**config.mk**
```make
export PLATFORM = sky130hd
export DESIGN_NAME = pll_clock_generator_registers
export DESIGN_NICKNAME = d
export VERILOG_FILES = /design/src/core/pll_clock_generator_pkg.sv /design/src/core/pll_clock_generator_registers.sv
export SDC_FILE = /design/constraint.sdc
export NUM_CORES = 1
export LEC_CHECK = 0
export BUFFER_PORTS_ARGS = -buffer_cell sky130_fd_sc_hd__buf_2
export CAP_MARGIN = 20
export CORE_MARGIN = 4
export CORE_UTILIZATION = 43
export CTS_CLUSTER_DIAMETER = 50
export DETAILED_ROUTE_END_ITERATION = 10
export PLACE_DENSITY = 0.76
export SETUP_SLACK_MARGIN = 0.4
export SLEW_MARGIN = 20
export SYNTH_ARGS = -nofsm -noshare
export SYNTH_HDL_FRONTEND = slang
export SYNTH_SLANG_ARGS = --single-unit
export TNS_END_PERCENT = 30
```
**constraint.sdc**
```tcl
create_clock -name clock -period 1.8 [get_ports clock]
set_clock_uncertainty 0.1 [all_clocks]
set_input_delay 0.36 -clock clock [delete_from_list [all_inputs] [get_ports clock]]
set_output_delay 0.36 -clock clock [all_outputs]
set_load 0.005 [all_outputs]
```
**src/core/pll_clock_generator_pkg.sv**
```systemverilog
// constants for the clock generator register block
// assumes a 32-bit bus with one register per aligned word
package pll_clock_generator_pkg;

  // byte offsets of the registers
  localparam logic [7:0] OFF_LOOP_CONTROL = 8'h00;
  localparam logic [7:0] OFF_BANDWIDTH    = 8'h04;
  localparam logic [7:0] OFF_MUL_HIGH     = 8'h08;
  localparam logic [7:0] OFF_MUL_LOW      = 8'h0c;
  localparam logic [7:0] OFF_VCO_RANGE    = 8'h10;
  localparam logic [7:0] OFF_REF_DIVIDER  = 8'h14;

  // loop control field positions
  localparam int BIT_IRQ_ENABLE = 7;
  localparam int BIT_LOCK_FLAG  = 6;
  localparam int BIT_LOOP_EN    = 5;
  localparam int BIT_BASE_SEL   = 4;
  localparam int BIT_PRE_HI     = 3;
  localparam int BIT_PRE_LO     = 2;
  localparam int BIT_VPR_HI     = 1;
  localparam int BIT_VPR_LO     = 0;

  // bandwidth control field positions
  localparam int BIT_AUTO       = 7;
  localparam int BIT_LOCK       = 6;
  localparam int BIT_ACQ        = 5;

  // field widths
  localparam int MUL_WIDTH      = 12;
  localparam int RANGE_WIDTH    = 8;
  localparam int DIV_WIDTH      = 4;

  // reset values
  localparam logic [11:0] RST_MULTIPLIER = 12'h040;
  localparam logic [7:0]  RST_VCO_RANGE  = 8'h40;
  localparam logic [3:0]  RST_REF_DIV    = 4'h1;

  // source edges waited on each side of a switch-over
  localparam int SWITCH_EDGES   = 3;

  // ahb encodings
  localparam logic [1:0]  HTRANS_NONSEQ  = 2'b10;
  localparam logic [2:0]  HSIZE_WORD     = 3'b010;
  localparam logic [31:0] ZERO_WORD      = 32'h0000_0000;

  typedef enum logic [1:0] {SW_RUN, SW_DRAIN_OLD, SW_FILL_NEW} switch_state_t;

endpackage : pll_clock_generator_pkg

```
**src/core/pll_clock_generator_registers.sv**
```systemverilog
// control and status registers of the pll clock generator, with the
// glitch-free base clock selector
// assumes an ahb-lite master on clock; lock, acquisition and both source
// clocks arrive asynchronously and are synchronised here
//
// The register offsets and register access over AHB-Lite were chosen for this implementation.
`timescale 1ns/10ps
`default_nettype none

module pll_clock_generator_registers
  import pll_clock_generator_pkg::*;
#(
  parameter int SWITCH_COUNT = pll_clock_generator_pkg::SWITCH_EDGES
)
(
  input  wire logic                                       clock,
  input  wire logic                                       rst_n,
  input  wire logic                                       hsel,
  input  wire logic [31:0]                                haddr,
  input  wire logic [1:0]                                 htrans,
  input  wire logic                                       hwrite,
  input  wire logic [2:0]                                 hsize,
  input  wire logic [31:0]                                hwdata,
  input  wire logic                                       hready,
  output logic                                            hreadyout,
  output logic                                            hresp,
  output logic [31:0]                                     hrdata,
  input  wire logic                                       lock_detect,
  input  wire logic                                       track_detect,
  input  wire logic                                       oscillator_clock,
  input  wire logic                                       divided_vco_clock,
  output logic                                            base_clock_out,
  output logic                                            lock_irq,
  output logic                                            loop_enable,
  output logic                                            auto_bandwidth,
  output logic                                            acquire_track_select,
  output logic [1:0]                                      prescaler,
  output logic [1:0]                                      range_exponent,
  output logic [pll_clock_generator_pkg::MUL_WIDTH-1:0]   feedback_multiplier,
  output logic [pll_clock_generator_pkg::RANGE_WIDTH-1:0] vco_linear_range,
  output logic [pll_clock_generator_pkg::DIV_WIDTH-1:0]   reference_divide_value
);
  import pll_clock_generator_pkg::*;

  // the edge counter is four bits wide
  if (SWITCH_COUNT < 1 || SWITCH_COUNT > 15)
  begin : g_bad_switch_count
    $error("SWITCH_COUNT must lie in 1..15");
  end

  // a programmed zero means one for the dividers
  function automatic logic [MUL_WIDTH-1:0] zero_as_one(input logic [MUL_WIDTH-1:0] v);
    zero_as_one = (v == '0) ? MUL_WIDTH'(1) : v;
  endfunction : zero_as_one

  ////////////////////////////////////////////////////////////////////////
  // state

  logic                   irq_enable;
  logic                   lock_flag;
  logic                   base_clock_select;
  logic                   acq_manual;
  logic [MUL_WIDTH-1:0]   multiplier;
  logic [DIV_WIDTH-1:0]   ref_divider;
  logic                   lock_state;
  logic [1:0]             lock_sync;
  logic [1:0]             track_sync;
  logic [2:0]             osc_sync;
  logic [2:0]             vco_sync;
  logic                   dp_write;
  logic [7:0]             dp_addr;
  logic                   active_sel;
  logic [3:0]             edge_count;
  switch_state_t          sw_state;

  ////////////////////////////////////////////////////////////////////////
  // bus decode

  wire       addr_phase  = hsel & hready & (htrans == HTRANS_NONSEQ);
  wire       rd_accept   = addr_phase & ~hwrite;
  wire [7:0] rd_addr     = haddr[7:0];
  wire       wr_word     = dp_write;
  wire [7:0] wdat        = hwdata[7:0];
  wire       mapped_hi   = (haddr[31:8] == 24'h00_0000);

  // register writes land at the end of the data phase
  wire wr_ctrl   = wr_word & (dp_addr == OFF_LOOP_CONTROL);
  wire wr_bw     = wr_word & (dp_addr == OFF_BANDWIDTH);
  wire wr_mul_hi = wr_word & (dp_addr == OFF_MUL_HIGH);
  wire wr_mul_lo = wr_word & (dp_addr == OFF_MUL_LOW);
  wire wr_range  = wr_word & (dp_addr == OFF_VCO_RANGE);
  wire wr_div    = wr_word & (dp_addr == OFF_REF_DIVIDER);

  // the loop-on interlock covers every programming field
  wire programmable = ~loop_enable;
  wire range_zero   = (vco_linear_range == '0);

  ////////////////////////////////////////////////////////////////////////
  // next values of the loop control fields

  wire next_loop_en_wr  = wdat[BIT_LOOP_EN] | base_clock_select;
  wire next_loop_enable = range_zero ? 1'b0
                        : (wr_ctrl ? next_loop_en_wr : loop_enable);
  wire sel_allowed      = loop_enable & ~range_zero;
  wire next_base_sel_wr = wdat[BIT_BASE_SEL] & sel_allowed;
  wire next_base_select = range_zero ? 1'b0
                        : (wr_ctrl ? next_base_sel_wr : base_clock_select);
  wire next_irq_enable  = (wr_ctrl & auto_bandwidth) ? wdat[BIT_IRQ_ENABLE]
                        : irq_enable;

  // lock indicator only means something in automatic mode
  wire next_lock_state  = auto_bandwidth & lock_sync[1];
  wire lock_toggle      = auto_bandwidth & (next_lock_state != lock_state);
  wire ctrl_read        = rd_accept & mapped_hi & (rd_addr == OFF_LOOP_CONTROL);
  // a new toggle beats the read-clear in the same cycle
  wire next_lock_flag   = lock_toggle | (lock_flag & ~ctrl_read);

  wire next_acq_manual  = (wr_bw & ~auto_bandwidth) ? wdat[BIT_ACQ]
                        : acq_manual;

  ////////////////////////////////////////////////////////////////////////
  // read mux

  wire       flag_view  = lock_flag & auto_bandwidth;
  wire       ien_view   = irq_enable & auto_bandwidth;
  wire       acq_view   = auto_bandwidth ? track_sync[1] : acq_manual;
  wire [7:0] ctrl_view  = {ien_view, flag_view, loop_enable, base_clock_select,
                           prescaler, range_exponent};
  wire [7:0] bw_view    = {auto_bandwidth, lock_state, acq_view, 5'b0_0000};
  wire [7:0] mulh_view  = {4'h0, multiplier[MUL_WIDTH-1:8]};
  wire [7:0] mull_view  = multiplier[7:0];
  wire [7:0] div_view   = {4'h0, ref_divider};

  wire [7:0] rd_byte =
      !mapped_hi                    ? 8'h00 :
      (rd_addr == OFF_LOOP_CONTROL) ? ctrl_view :
      (rd_addr == OFF_BANDWIDTH)    ? bw_view :
      (rd_addr == OFF_MUL_HIGH)     ? mulh_view :
      (rd_addr == OFF_MUL_LOW)      ? mull_view :
      (rd_addr == OFF_VCO_RANGE)    ? vco_linear_range :
      (rd_addr == OFF_REF_DIVIDER)  ? div_view : 8'h00;

  ////////////////////////////////////////////////////////////////////////
  // bus slave: zero wait states, always okay

  assign hreadyout = 1'b1;
  assign hresp     = 1'b0;

  // capture the address phase; read data is ready for the data phase
  always_ff @(posedge clock)
  begin
    if (!rst_n)
    begin
      dp_write <= 1'b0;
      dp_addr  <= 8'h00;
      hrdata   <= ZERO_WORD;
    end
    else
    begin
      dp_write <= addr_phase & hwrite & mapped_hi & (hsize == HSIZE_WORD);
      dp_addr  <= rd_addr;
      if (rd_accept)
        hrdata <= {24'h00_0000, rd_byte};
    end
  end

  ////////////////////////////////////////////////////////////////////////
  // control and status registers

  // loop control register and its interlocks
  always_ff @(posedge clock)
  begin
    if (!rst_n)
    begin
      irq_enable        <= 1'b0;
      lock_flag         <= 1'b0;
      loop_enable       <= 1'b1;
      base_clock_select <= 1'b0;
      prescaler         <= 2'b00;
      range_exponent    <= 2'b00;
    end
    else
    begin
      irq_enable        <= next_irq_enable;
      lock_flag         <= next_lock_flag;
      loop_enable       <= next_loop_enable;
      base_clock_select <= next_base_select;
      if (wr_ctrl && programmable)
      begin
        prescaler      <= wdat[BIT_PRE_HI:BIT_PRE_LO];
        range_exponent <= wdat[BIT_VPR_HI:BIT_VPR_LO];
      end
    end
  end

  // bandwidth control; lock position writes are dropped
  always_ff @(posedge clock)
  begin
    if (!rst_n)
    begin
      auto_bandwidth <= 1'b0;
      lock_state     <= 1'b0;
      acq_manual     <= 1'b0;
    end
    else
    begin
      if (wr_bw)
        auto_bandwidth <= wdat[BIT_AUTO];
      lock_state <= next_lock_state;
      acq_manual <= next_acq_manual;
    end
  end

  // programming registers, frozen while the loop runs
  always_ff @(posedge clock)
  begin
    if (!rst_n)
    begin
      multiplier       <= RST_MULTIPLIER;
      vco_linear_range <= RST_VCO_RANGE;
      ref_divider      <= RST_REF_DIV;
    end
    else if (programmable)
    begin
      if (wr_mul_hi)
        multiplier[MUL_WIDTH-1:8] <= wdat[MUL_WIDTH-9:0];
      if (wr_mul_lo)
        multiplier[7:0] <= wdat;
      if (wr_range)
        vco_linear_range <= wdat;
      if (wr_div)
        ref_divider <= wdat[DIV_WIDTH-1:0];
    end
  end

  // effective values handed to the loop
  assign feedback_multiplier    = zero_as_one(multiplier);
  assign reference_divide_value = (ref_divider == '0) ? DIV_WIDTH'(1)
                                                      : ref_divider;
  assign acquire_track_select   = acq_manual;
  assign lock_irq               = flag_view & ien_view;

  ////////////////////////////////////////////////////////////////////////
  // synchronisers for asynchronous inputs

  always_ff @(posedge clock)
  begin
    if (!rst_n)
    begin
      lock_sync  <= 2'b00;
      track_sync <= 2'b00;
      osc_sync   <= 3'b000;
      vco_sync   <= 3'b000;
    end
    else
    begin
      lock_sync  <= {lock_sync[0], lock_detect};
      track_sync <= {track_sync[0], track_detect};
      osc_sync   <= {osc_sync[1:0], oscillator_clock};
      vco_sync   <= {vco_sync[1:0], divided_vco_clock};
    end
  end

  // edge detectors look only past the first stage
  wire osc_rise = osc_sync[1] & ~osc_sync[2];
  wire vco_rise = vco_sync[1] & ~vco_sync[2];

  ////////////////////////////////////////////////////////////////////////
  // base clock selector: drain old source, fill new, then toggle on

  wire old_rise  = active_sel ? vco_rise : osc_rise;
  wire new_rise  = active_sel ? osc_rise : vco_rise;
  wire last_edge = (edge_count == 4'(SWITCH_COUNT - 1));

  // output is held in stasis outside sw_run; a stopped source stalls
  // the switch, which the loop-on interlock keeps from happening only while base_clock_select is set
  always_ff @(posedge clock)
  begin
    if (!rst_n)
    begin
      sw_state       <= SW_RUN;
      active_sel     <= 1'b0;
      edge_count     <= 4'h0;
      base_clock_out <= 1'b0;
    end
    else
    begin
      case (sw_state)
        SW_RUN:
        begin
          if (base_clock_select != active_sel)
          begin
            sw_state   <= SW_DRAIN_OLD;
            edge_count <= 4'h0;
          end
          else if (old_rise)
            base_clock_out <= ~base_clock_out;
        end
        SW_DRAIN_OLD:
        begin
          if (old_rise)
          begin
            edge_count <= last_edge ? 4'h0 : edge_count + 4'h1;
            if (last_edge)
              sw_state <= SW_FILL_NEW;
          end
        end
        SW_FILL_NEW:
        begin
          if (new_rise)
          begin
            edge_count <= last_edge ? 4'h0 : edge_count + 4'h1;
            if (last_edge)
            begin
              sw_state   <= SW_RUN;
              active_sel <= ~active_sel;
            end
          end
        end
        default:
          sw_state <= SW_RUN;
      endcase
    end
  end

endmodule : pll_clock_generator_registers

`default_nettype wire

```
==> results of run 1 <==
==> cell type report <==
cell class                      instances  area share
Timing Repair Buffer                  139       0.201
Multi-Input combinational cell        274       0.439
Inverter                                9     0.00689
Clock inverter                          2     0.00204
Tap cell                              102      0.0260
Clock buffer                           11      0.0309
Sequential cell                        70       0.294
==> cells in the mapped netlist, types with 6 or more instances <==
cell      number
a21oi_1        7
nor4_1         7
ha_1           6
buf_4         26
o21ai_0       11
or4_1          8
clkbuf_1      27
mux2i_1       40
dfxtp_1       70
nor3_1        19
inv_1          9
a211oi_1       6
nor2_1        32
nand2_1       27
and2_1        19
==> metal layers <==
metal,GRT usage,vias to the layer above,part of all wire
met5,0,-,0
met2,0.364,169,0.48
met1,0.256,1637,0.42
met4,0.0735,0,0.024
li1,-,1550,-
met3,0.0704,33,0.075
==> sequential cells by signal, indices dropped and copies added, names as in the netlist, 2 cells and up <==
name              count
multiplier           12
dp_addr               8
hrdata                8
vco_linear_range      8
edge_count            4
ref_divider           4
osc_sync              3
vco_sync              3
lock_sync             2
prescaler             2
range_exponent        2
sw_state              2
track_sync            2
==> worst min path at each step <==
stage | end | slack [ps] | startpoint | depth (start not counted)
6_report | osc_sync[0] | 130 | oscillator_clock | 2
5_1_grt | osc_sync[0] | 120 | oscillator_clock | 2
4_1_cts | osc_sync[0] | 120 | oscillator_clock | 2
3_5_place_dp | osc_sync[1] | 320 | osc_sync[0] | 1
3_3_place_gp | osc_sync[1] | 320 | osc_sync[0] | 1
2_1_floorplan | lock_sync[1] | 310 | lock_sync[0] | 1
==> layout by cell type, fill, tap and decap left out, types with 5 or more instances in the layout <==
| master | synthesis | final |
|---|---|---|
| nand2_1 | 27 | 27 |
| buf_6 | 1 | 29 |
| dfxtp_1 | 70 | 46 |
| or4_1 | 8 | 5 |
| clkbuf_8 | 0 | 11 |
| conb_1 | 2 | 26 |
| buf_2 | 1 | 84 |
| buf_4 | 26 | 21 |
| ha_1 | 6 | 5 |
| nor3_1 | 19 | 11 |
| nor4_1 | 7 | 5 |
| mux2i_1 | 40 | 39 |
| and2_1 | 19 | 19 |
| inv_1 | 9 | 8 |
| dfxtp_2 | 0 | 19 |
| nor3_4 | 0 | 5 |
| o21ai_0 | 11 | 6 |
| or3_4 | 0 | 5 |
| nor2_1 | 32 | 30 |
| o21ai_1 | 0 | 5 |
| dfxtp_4 | 0 | 5 |
| nand4b_1 | 5 | 5 |
==> power by group through the flow <==
stage	Clock, mW	Sequential, mW	Combinational [mW]
final	1.10	1.59	0.443
after global routing	1.18	1.59	0.483
after CTS	1.10	1.59	0.412
after detailed placement	0	1.62	0.353
after global placement	0	1.62	0.342
after floorplan	0	1.62	0.241
==> worst max-delay path, delay by kind of cell (launching register included) <==
family | cells | cell delay (ps)
AOI/OAI and AO/OA | 3 | 810
buffers and inverters | 1 | 140
DFF | 1 | 340
and+or+nand+nor | 1 | 370
==> stage by stage <==
stage	util	hold slack [ps]	TNS, ps	instance area, um2
6_report	0.631	125	-194	4900
5_1_grt	0.631	121	-854	4900
4_1_cts	0.600	116	-391	4660
3_3_place_gp	0.529	316	-995	4110
3_5_place_dp	0.529	319	-1230	4110
2_1_floorplan	-	312	-6.56	3630
==> logic make-up after synthesis <==
group,Yosys count,synth area share
AO/OA/AOI/OAI,45,0.0915
XOR/XNOR,3,0.00759
adder cells (fa/ha/maj),6,0.0217
buffers and inverters,67,0.103
flip-flops,70,0.405
multiplexers,40,0.116
other,2,0.00217
AND/OR/NAND/NOR,154,0.253
==> what timing repair did <==
action,4_1_cts,5_1_grt
hold buffers,0,0
pin swaps,44,48
buffers inserted,12,3
setup endpoints to repair,55,65
resized for setup,79,50
==> results.py, run 1 <==
metrics = {
    "outcome": {
        "outcome": "complete, but fails checks",
        "violations": "setup timing",
    },
    "power": {
        "p_leak_nw": 2.20,
        "ir_worst_vdd_mv": 0.343,
        "clockPowerShare": 0.351,
        "p_seq_frac": 0.507,
        "p_sw_mw": 0.800,
        "power_frac_comb": 0.142,
        "power.density_nw_per_um2": 637,
        "p_sw_frac": 0.256,
        "p_int_mw": 2.33,
        "power_mw": 3.13,
    },
    "timing": {
        "fmax_ghz": 0.539,
        "rsz0062_at_grt": "true",
        "worstMarginPinSlew_ps": 497,
        "period_minus_slack_ps": 1860,
        "finalCritPeriodShare": 1.03,
        "hold_violations": 0,
        "fin_ws_ps": -55.4,
        "max_slew_margin": 0.668,
        "drv_slew": 0,
        "setup_viol": 6,
    },
    "clock_tree": {
        "root_buffer": "clkbuf_8",
        "clkTransAtPathRegs_ps": 70,
        "tritoncts": "yes",
        "clockBufferDepth": 2,
        "clock_sinks": 70,
        "clkLatencyLatePin_ps": 340,
        "numCtsBuffers": 9,
        "htreeDepth": 3,
    },
    "layout": {
        "antenna_cells": 0,
        "layout.nets": 587,
        "seq_area_um2": 1440,
        "multi_input_area_um2": 2150,
        "fill_cells": 622,
        "syn_to_final_growth_pct": 41.7,
        "fin_cells": 607,
        "drive_gt1_frac": 0.467,
    },
    "yosys": {
        "async_reset_ff_frac": 0,
        "yosysWarnings": 0,
        "synth.area.top_cells": "dfxtp_1, mux2i_1, buf_4",
        "avgSynthCellArea_um2": 8.94,
        "seq_area_frac_synth": 0.405,
        "synth_edf_count": 0,
        "synth.largest_area_cell": "dfxtp_1",
        "synth_ff_type": "dfxtp_1",
        "synthesis.area_um2": 3460,
        "synth.distinct_cells": 55,
        "synth_top_area_share": 0.405,
        "synth_seq_cells": 70,
        "syn_inst": 387,
    },
    "placed_design": {
        "io_buffers": 94,
        "gp_congestion": 0.871,
        "dpl_worst_slack_ps": -187,
        "dp_hpwl_um": 7130,
        "place_inst": 579,
    },
    "critical_path": {
        "r2r-end": "edge_count[2]",
        "crit_fanout": 5,
        "rr_worst_depth": 5,
        "worstPathCellList": "or3b_1 -> a32o_2 -> buf_6 -> a211o_4 -> a32o_1",
        "crit_required_ps": 1940,
        "cpPeakStageDelay_ps": 370,
        "crit_slowest_cell": "or3b_1",
        "r2r-start": "vco_sync[2]",
        "critPathCapture": "edge_count[2]",
        "worstPathArrival_ps": 1990,
        "cp-startpoint": "vco_sync[2]",
        "cp-start-kind": "flip-flop",
        "regToRegSetupSlack_ps": -60,
        "worstSetupPathType": "reg -> reg",
        "cp-end-kind": "flip-flop",
    },
    "grt": {
        "grt_usage": 0.215,
        "grt.overflow.total": 0,
        "antenna_found_initial": 0,
        "grt_pass1_wl_um": 16800,
        "grt_pass1_vias": 3350,
        "grt_max_degree": 44,
    },
    "flow_run": {
        "maxCapViolations": 0,
    },
    "min_path": {
        "hold_path.class": "in -> reg",
    },
    "floorplan": {
        "dieWidth_um": 97.7,
        "design.die.area_um2": 9550,
        "num_rows": 32,
        "die_y_um": 97.7,
        "core_area_um2": 7770,
        "start_util": 0.446,
        "io_pins": 145,
    },
    "routing": {
        "num_vias": 3389,
        "ant_nets": 0,
        "drt_iter0_markers": 182,
        "routed_via_density": 5.58,
        "routed_wl_um": 10900,
        "drc_errors": 0,
        "wire_per_inst_um": 17.9,
        "dr.pass1.iters": 5,
    },
}
No activity file was read; power rests on OpenSTA's default activity.
==> run 2: changes to the inputs <==
--- a/config.mk
+++ b/config.mk
@@ -11,9 +11,8 @@
 export CORE_UTILIZATION = 43
 export CTS_CLUSTER_DIAMETER = 50
 export DETAILED_ROUTE_END_ITERATION = 10
-export PLACE_DENSITY = 0.76
+export PLACE_DENSITY = 0.77
 export SETUP_SLACK_MARGIN = 0.4
-export SLEW_MARGIN = 20
 export SYNTH_ARGS = -nofsm -noshare
 export SYNTH_HDL_FRONTEND = slang
 export SYNTH_SLANG_ARGS = --single-unit
==> results.py, run 2 (synthesized netlist as in run 1, its figures left out) <==
metrics = {
    "outcome": {
        "outcome": "complete, but fails checks",
        "violations": "setup timing",
    },
    "critical_path": {
        "crit_fanout": 5,
        "regToRegSetupSlack_ps": -30,
        "r2r-end": "edge_count[3]",
        "r2r-start": "active_sel",
        "crit_required_ps": 1930,
        "rr_worst_depth": 4,
        "worstSetupPathType": "reg -> reg",
        "cp-start-kind": "flip-flop",
        "cp-startpoint": "active_sel",
        "worstPathArrival_ps": 1960,
        "cp-end-kind": "flip-flop",
    },
    "layout": {
        "syn_to_final_growth_pct": 43.7,
        "largest-register": "multiplier",
        "antenna_cells": 0,
        "final_common_cell": "buf_2",
        "stdcell_area_um2": 4970,
        "largest_reg_flops": 12,
        "drive_gt1_frac": 0.489,
        "fill_cells": 598,
        "fin_cells": 609,
        "final_cell_mix": "buf_2, dfxtp_1, mux2i_1",
        "layout.nets": 586,
    },
    "placed_design": {
        "gp_congestion": 0.930,
        "place_area_um2": 4140,
        "io_buffers": 94,
        "dp_hpwl_um": 7200,
        "place_inst": 579,
        "dpl_worst_slack_ps": -158,
    },
    "clock_tree": {
        "hold_buffers": 0,
        "clkLatencyLatePin_ps": 340,
        "numCtsBuffers": 9,
        "clock_sinks": 70,
        "htreeDepth": 3,
        "clockBufferDepth": 2,
        "root_buffer": "clkbuf_8",
        "clkTransAtPathRegs_ps": 70,
        "tritoncts": "yes",
    },
    "min_path": {
        "hold_start": "haddr[6]",
        "hold_path.class": "in -> reg",
        "hold_end": "dp_addr[6]",
        "hold_depth": 2,
    },
    "floorplan": {
        "io_pins": 145,
        "design.die.area_um2": 9550,
        "start_util": 0.446,
        "core_area_um2": 7770,
        "die_y_um": 97.7,
        "num_rows": 32,
        "dieWidth_um": 97.7,
    },
    "grt": {
        "antenna_found_initial": 0,
        "grt.overflow.total": 0,
        "grt_pass1_vias": 3294,
        "grt_pass1_wl_um": 16200,
        "grt_usage": 0.209,
        "grt_max_degree": 44,
    },
    "flow_run": {
        "maxCapViolations": 0,
    },
    "timing": {
        "drv_slew": 0,
        "finalCritPeriodShare": 1.02,
        "period_minus_slack_ps": 1830,
        "fmax_ghz": 0.546,
        "rsz0062_at_grt": "true",
        "hold_slack_ps": 122,
        "hold_violations": 0,
        "fin_ws_ps": -33.0,
        "setup_viol": 3,
    },
    "power": {
        "clockPowerShare": 0.407,
        "power_frac_comb": 0.124,
        "power.density_nw_per_um2": 683,
        "p_sw_frac": 0.239,
        "p_seq_frac": 0.468,
        "p_int_mw": 2.58,
        "ir_worst_vdd_mv": 0.778,
        "p_sw_mw": 0.810,
        "p_leak_nw": 2.21,
    },
    "routing": {
        "dr.pass1.iters": 5,
        "drt_iter0_markers": 268,
        "wire_per_inst_um": 17.8,
        "drc_errors": 0,
        "num_vias": 3383,
        "ant_nets": 0,
        "routed_via_density": 5.56,
        "routed_wl_um": 10800,
    },
}
[run 2: area by class of cell]
| class | count | area [um2] | area share |
|---|---|---|---|
| clock buffer | 12 | 145 | 0.0292 |
| clock inverter | 4 | 70.1 | 0.0141 |
| inverter | 9 | 33.8 | 0.00679 |
| multi-input combinational | 274 | 2170 | 0.436 |
| sequential | 70 | 1440 | 0.290 |
| tap | 102 | 128 | 0.0257 |
| timing repair buffer | 138 | 986 | 0.198 |
[run 2: routing by layer]
metal | GRT usage | wire [um] | up-vias
met5 | 0 | 0 | -
met3 | 0.0538 | 885 | 37
met1 | 0.255 | 4240 | 1587
met4 | 0.0660 | 307 | 0
li1 | - | - | 1542
met2 | 0.360 | 5390 | 217
[run 2: worst max-delay path by stage]
stage	to	slack (ps)	cells past startpoint
6_report	edge_count[3]	-30	4
5_1_grt	edge_count[3]	-90	4
4_1_cts	edge_count[3]	-50	4
2_1_floorplan	edge_count[1]	-3	5
3_3_place_gp	hrdata[6]	-100	7
3_5_place_dp	hrdata[6]	-160	7
[run 2: worst max-delay path, cell delays in order (launching register included)]
cell	delay, ps
dfxtp_2	350
or3b_1	350
a32o_2	280
or3_4	390
a32o_1	260
[run 2: power groups by stage]
stage	registers (mW)	logic, mW	clock network (mW)
final	1.59	0.422	1.38
after global placement	1.63	0.333	0
after global routing	1.59	0.462	1.46
after CTS	1.59	0.392	1.40
after detailed placement	1.63	0.348	0
after floorplan	1.62	0.241	0
[run 2: stage by stage]
step / setup TNS [ps] / power [mW] / util
finish: -46.1 / 3.39 / 0.640
global route: -462 / 3.51 / 0.640
CTS: -148 / 3.39 / 0.611
detailed placement: -1130 / 1.97 / 0.532
global placement: -621 / 1.96 / 0.532
floorplan: -6.56 / 1.87 / -
[run 2: repair_timing]
| action | 4_1_cts | 5_1_grt |
|---|---|---|
| pin swaps | 38 | 45 |
| endpoints found under the setup margin | 58 | 63 |
| setup buffers | 10 | 4 |
| resized for setup | 85 | 45 |
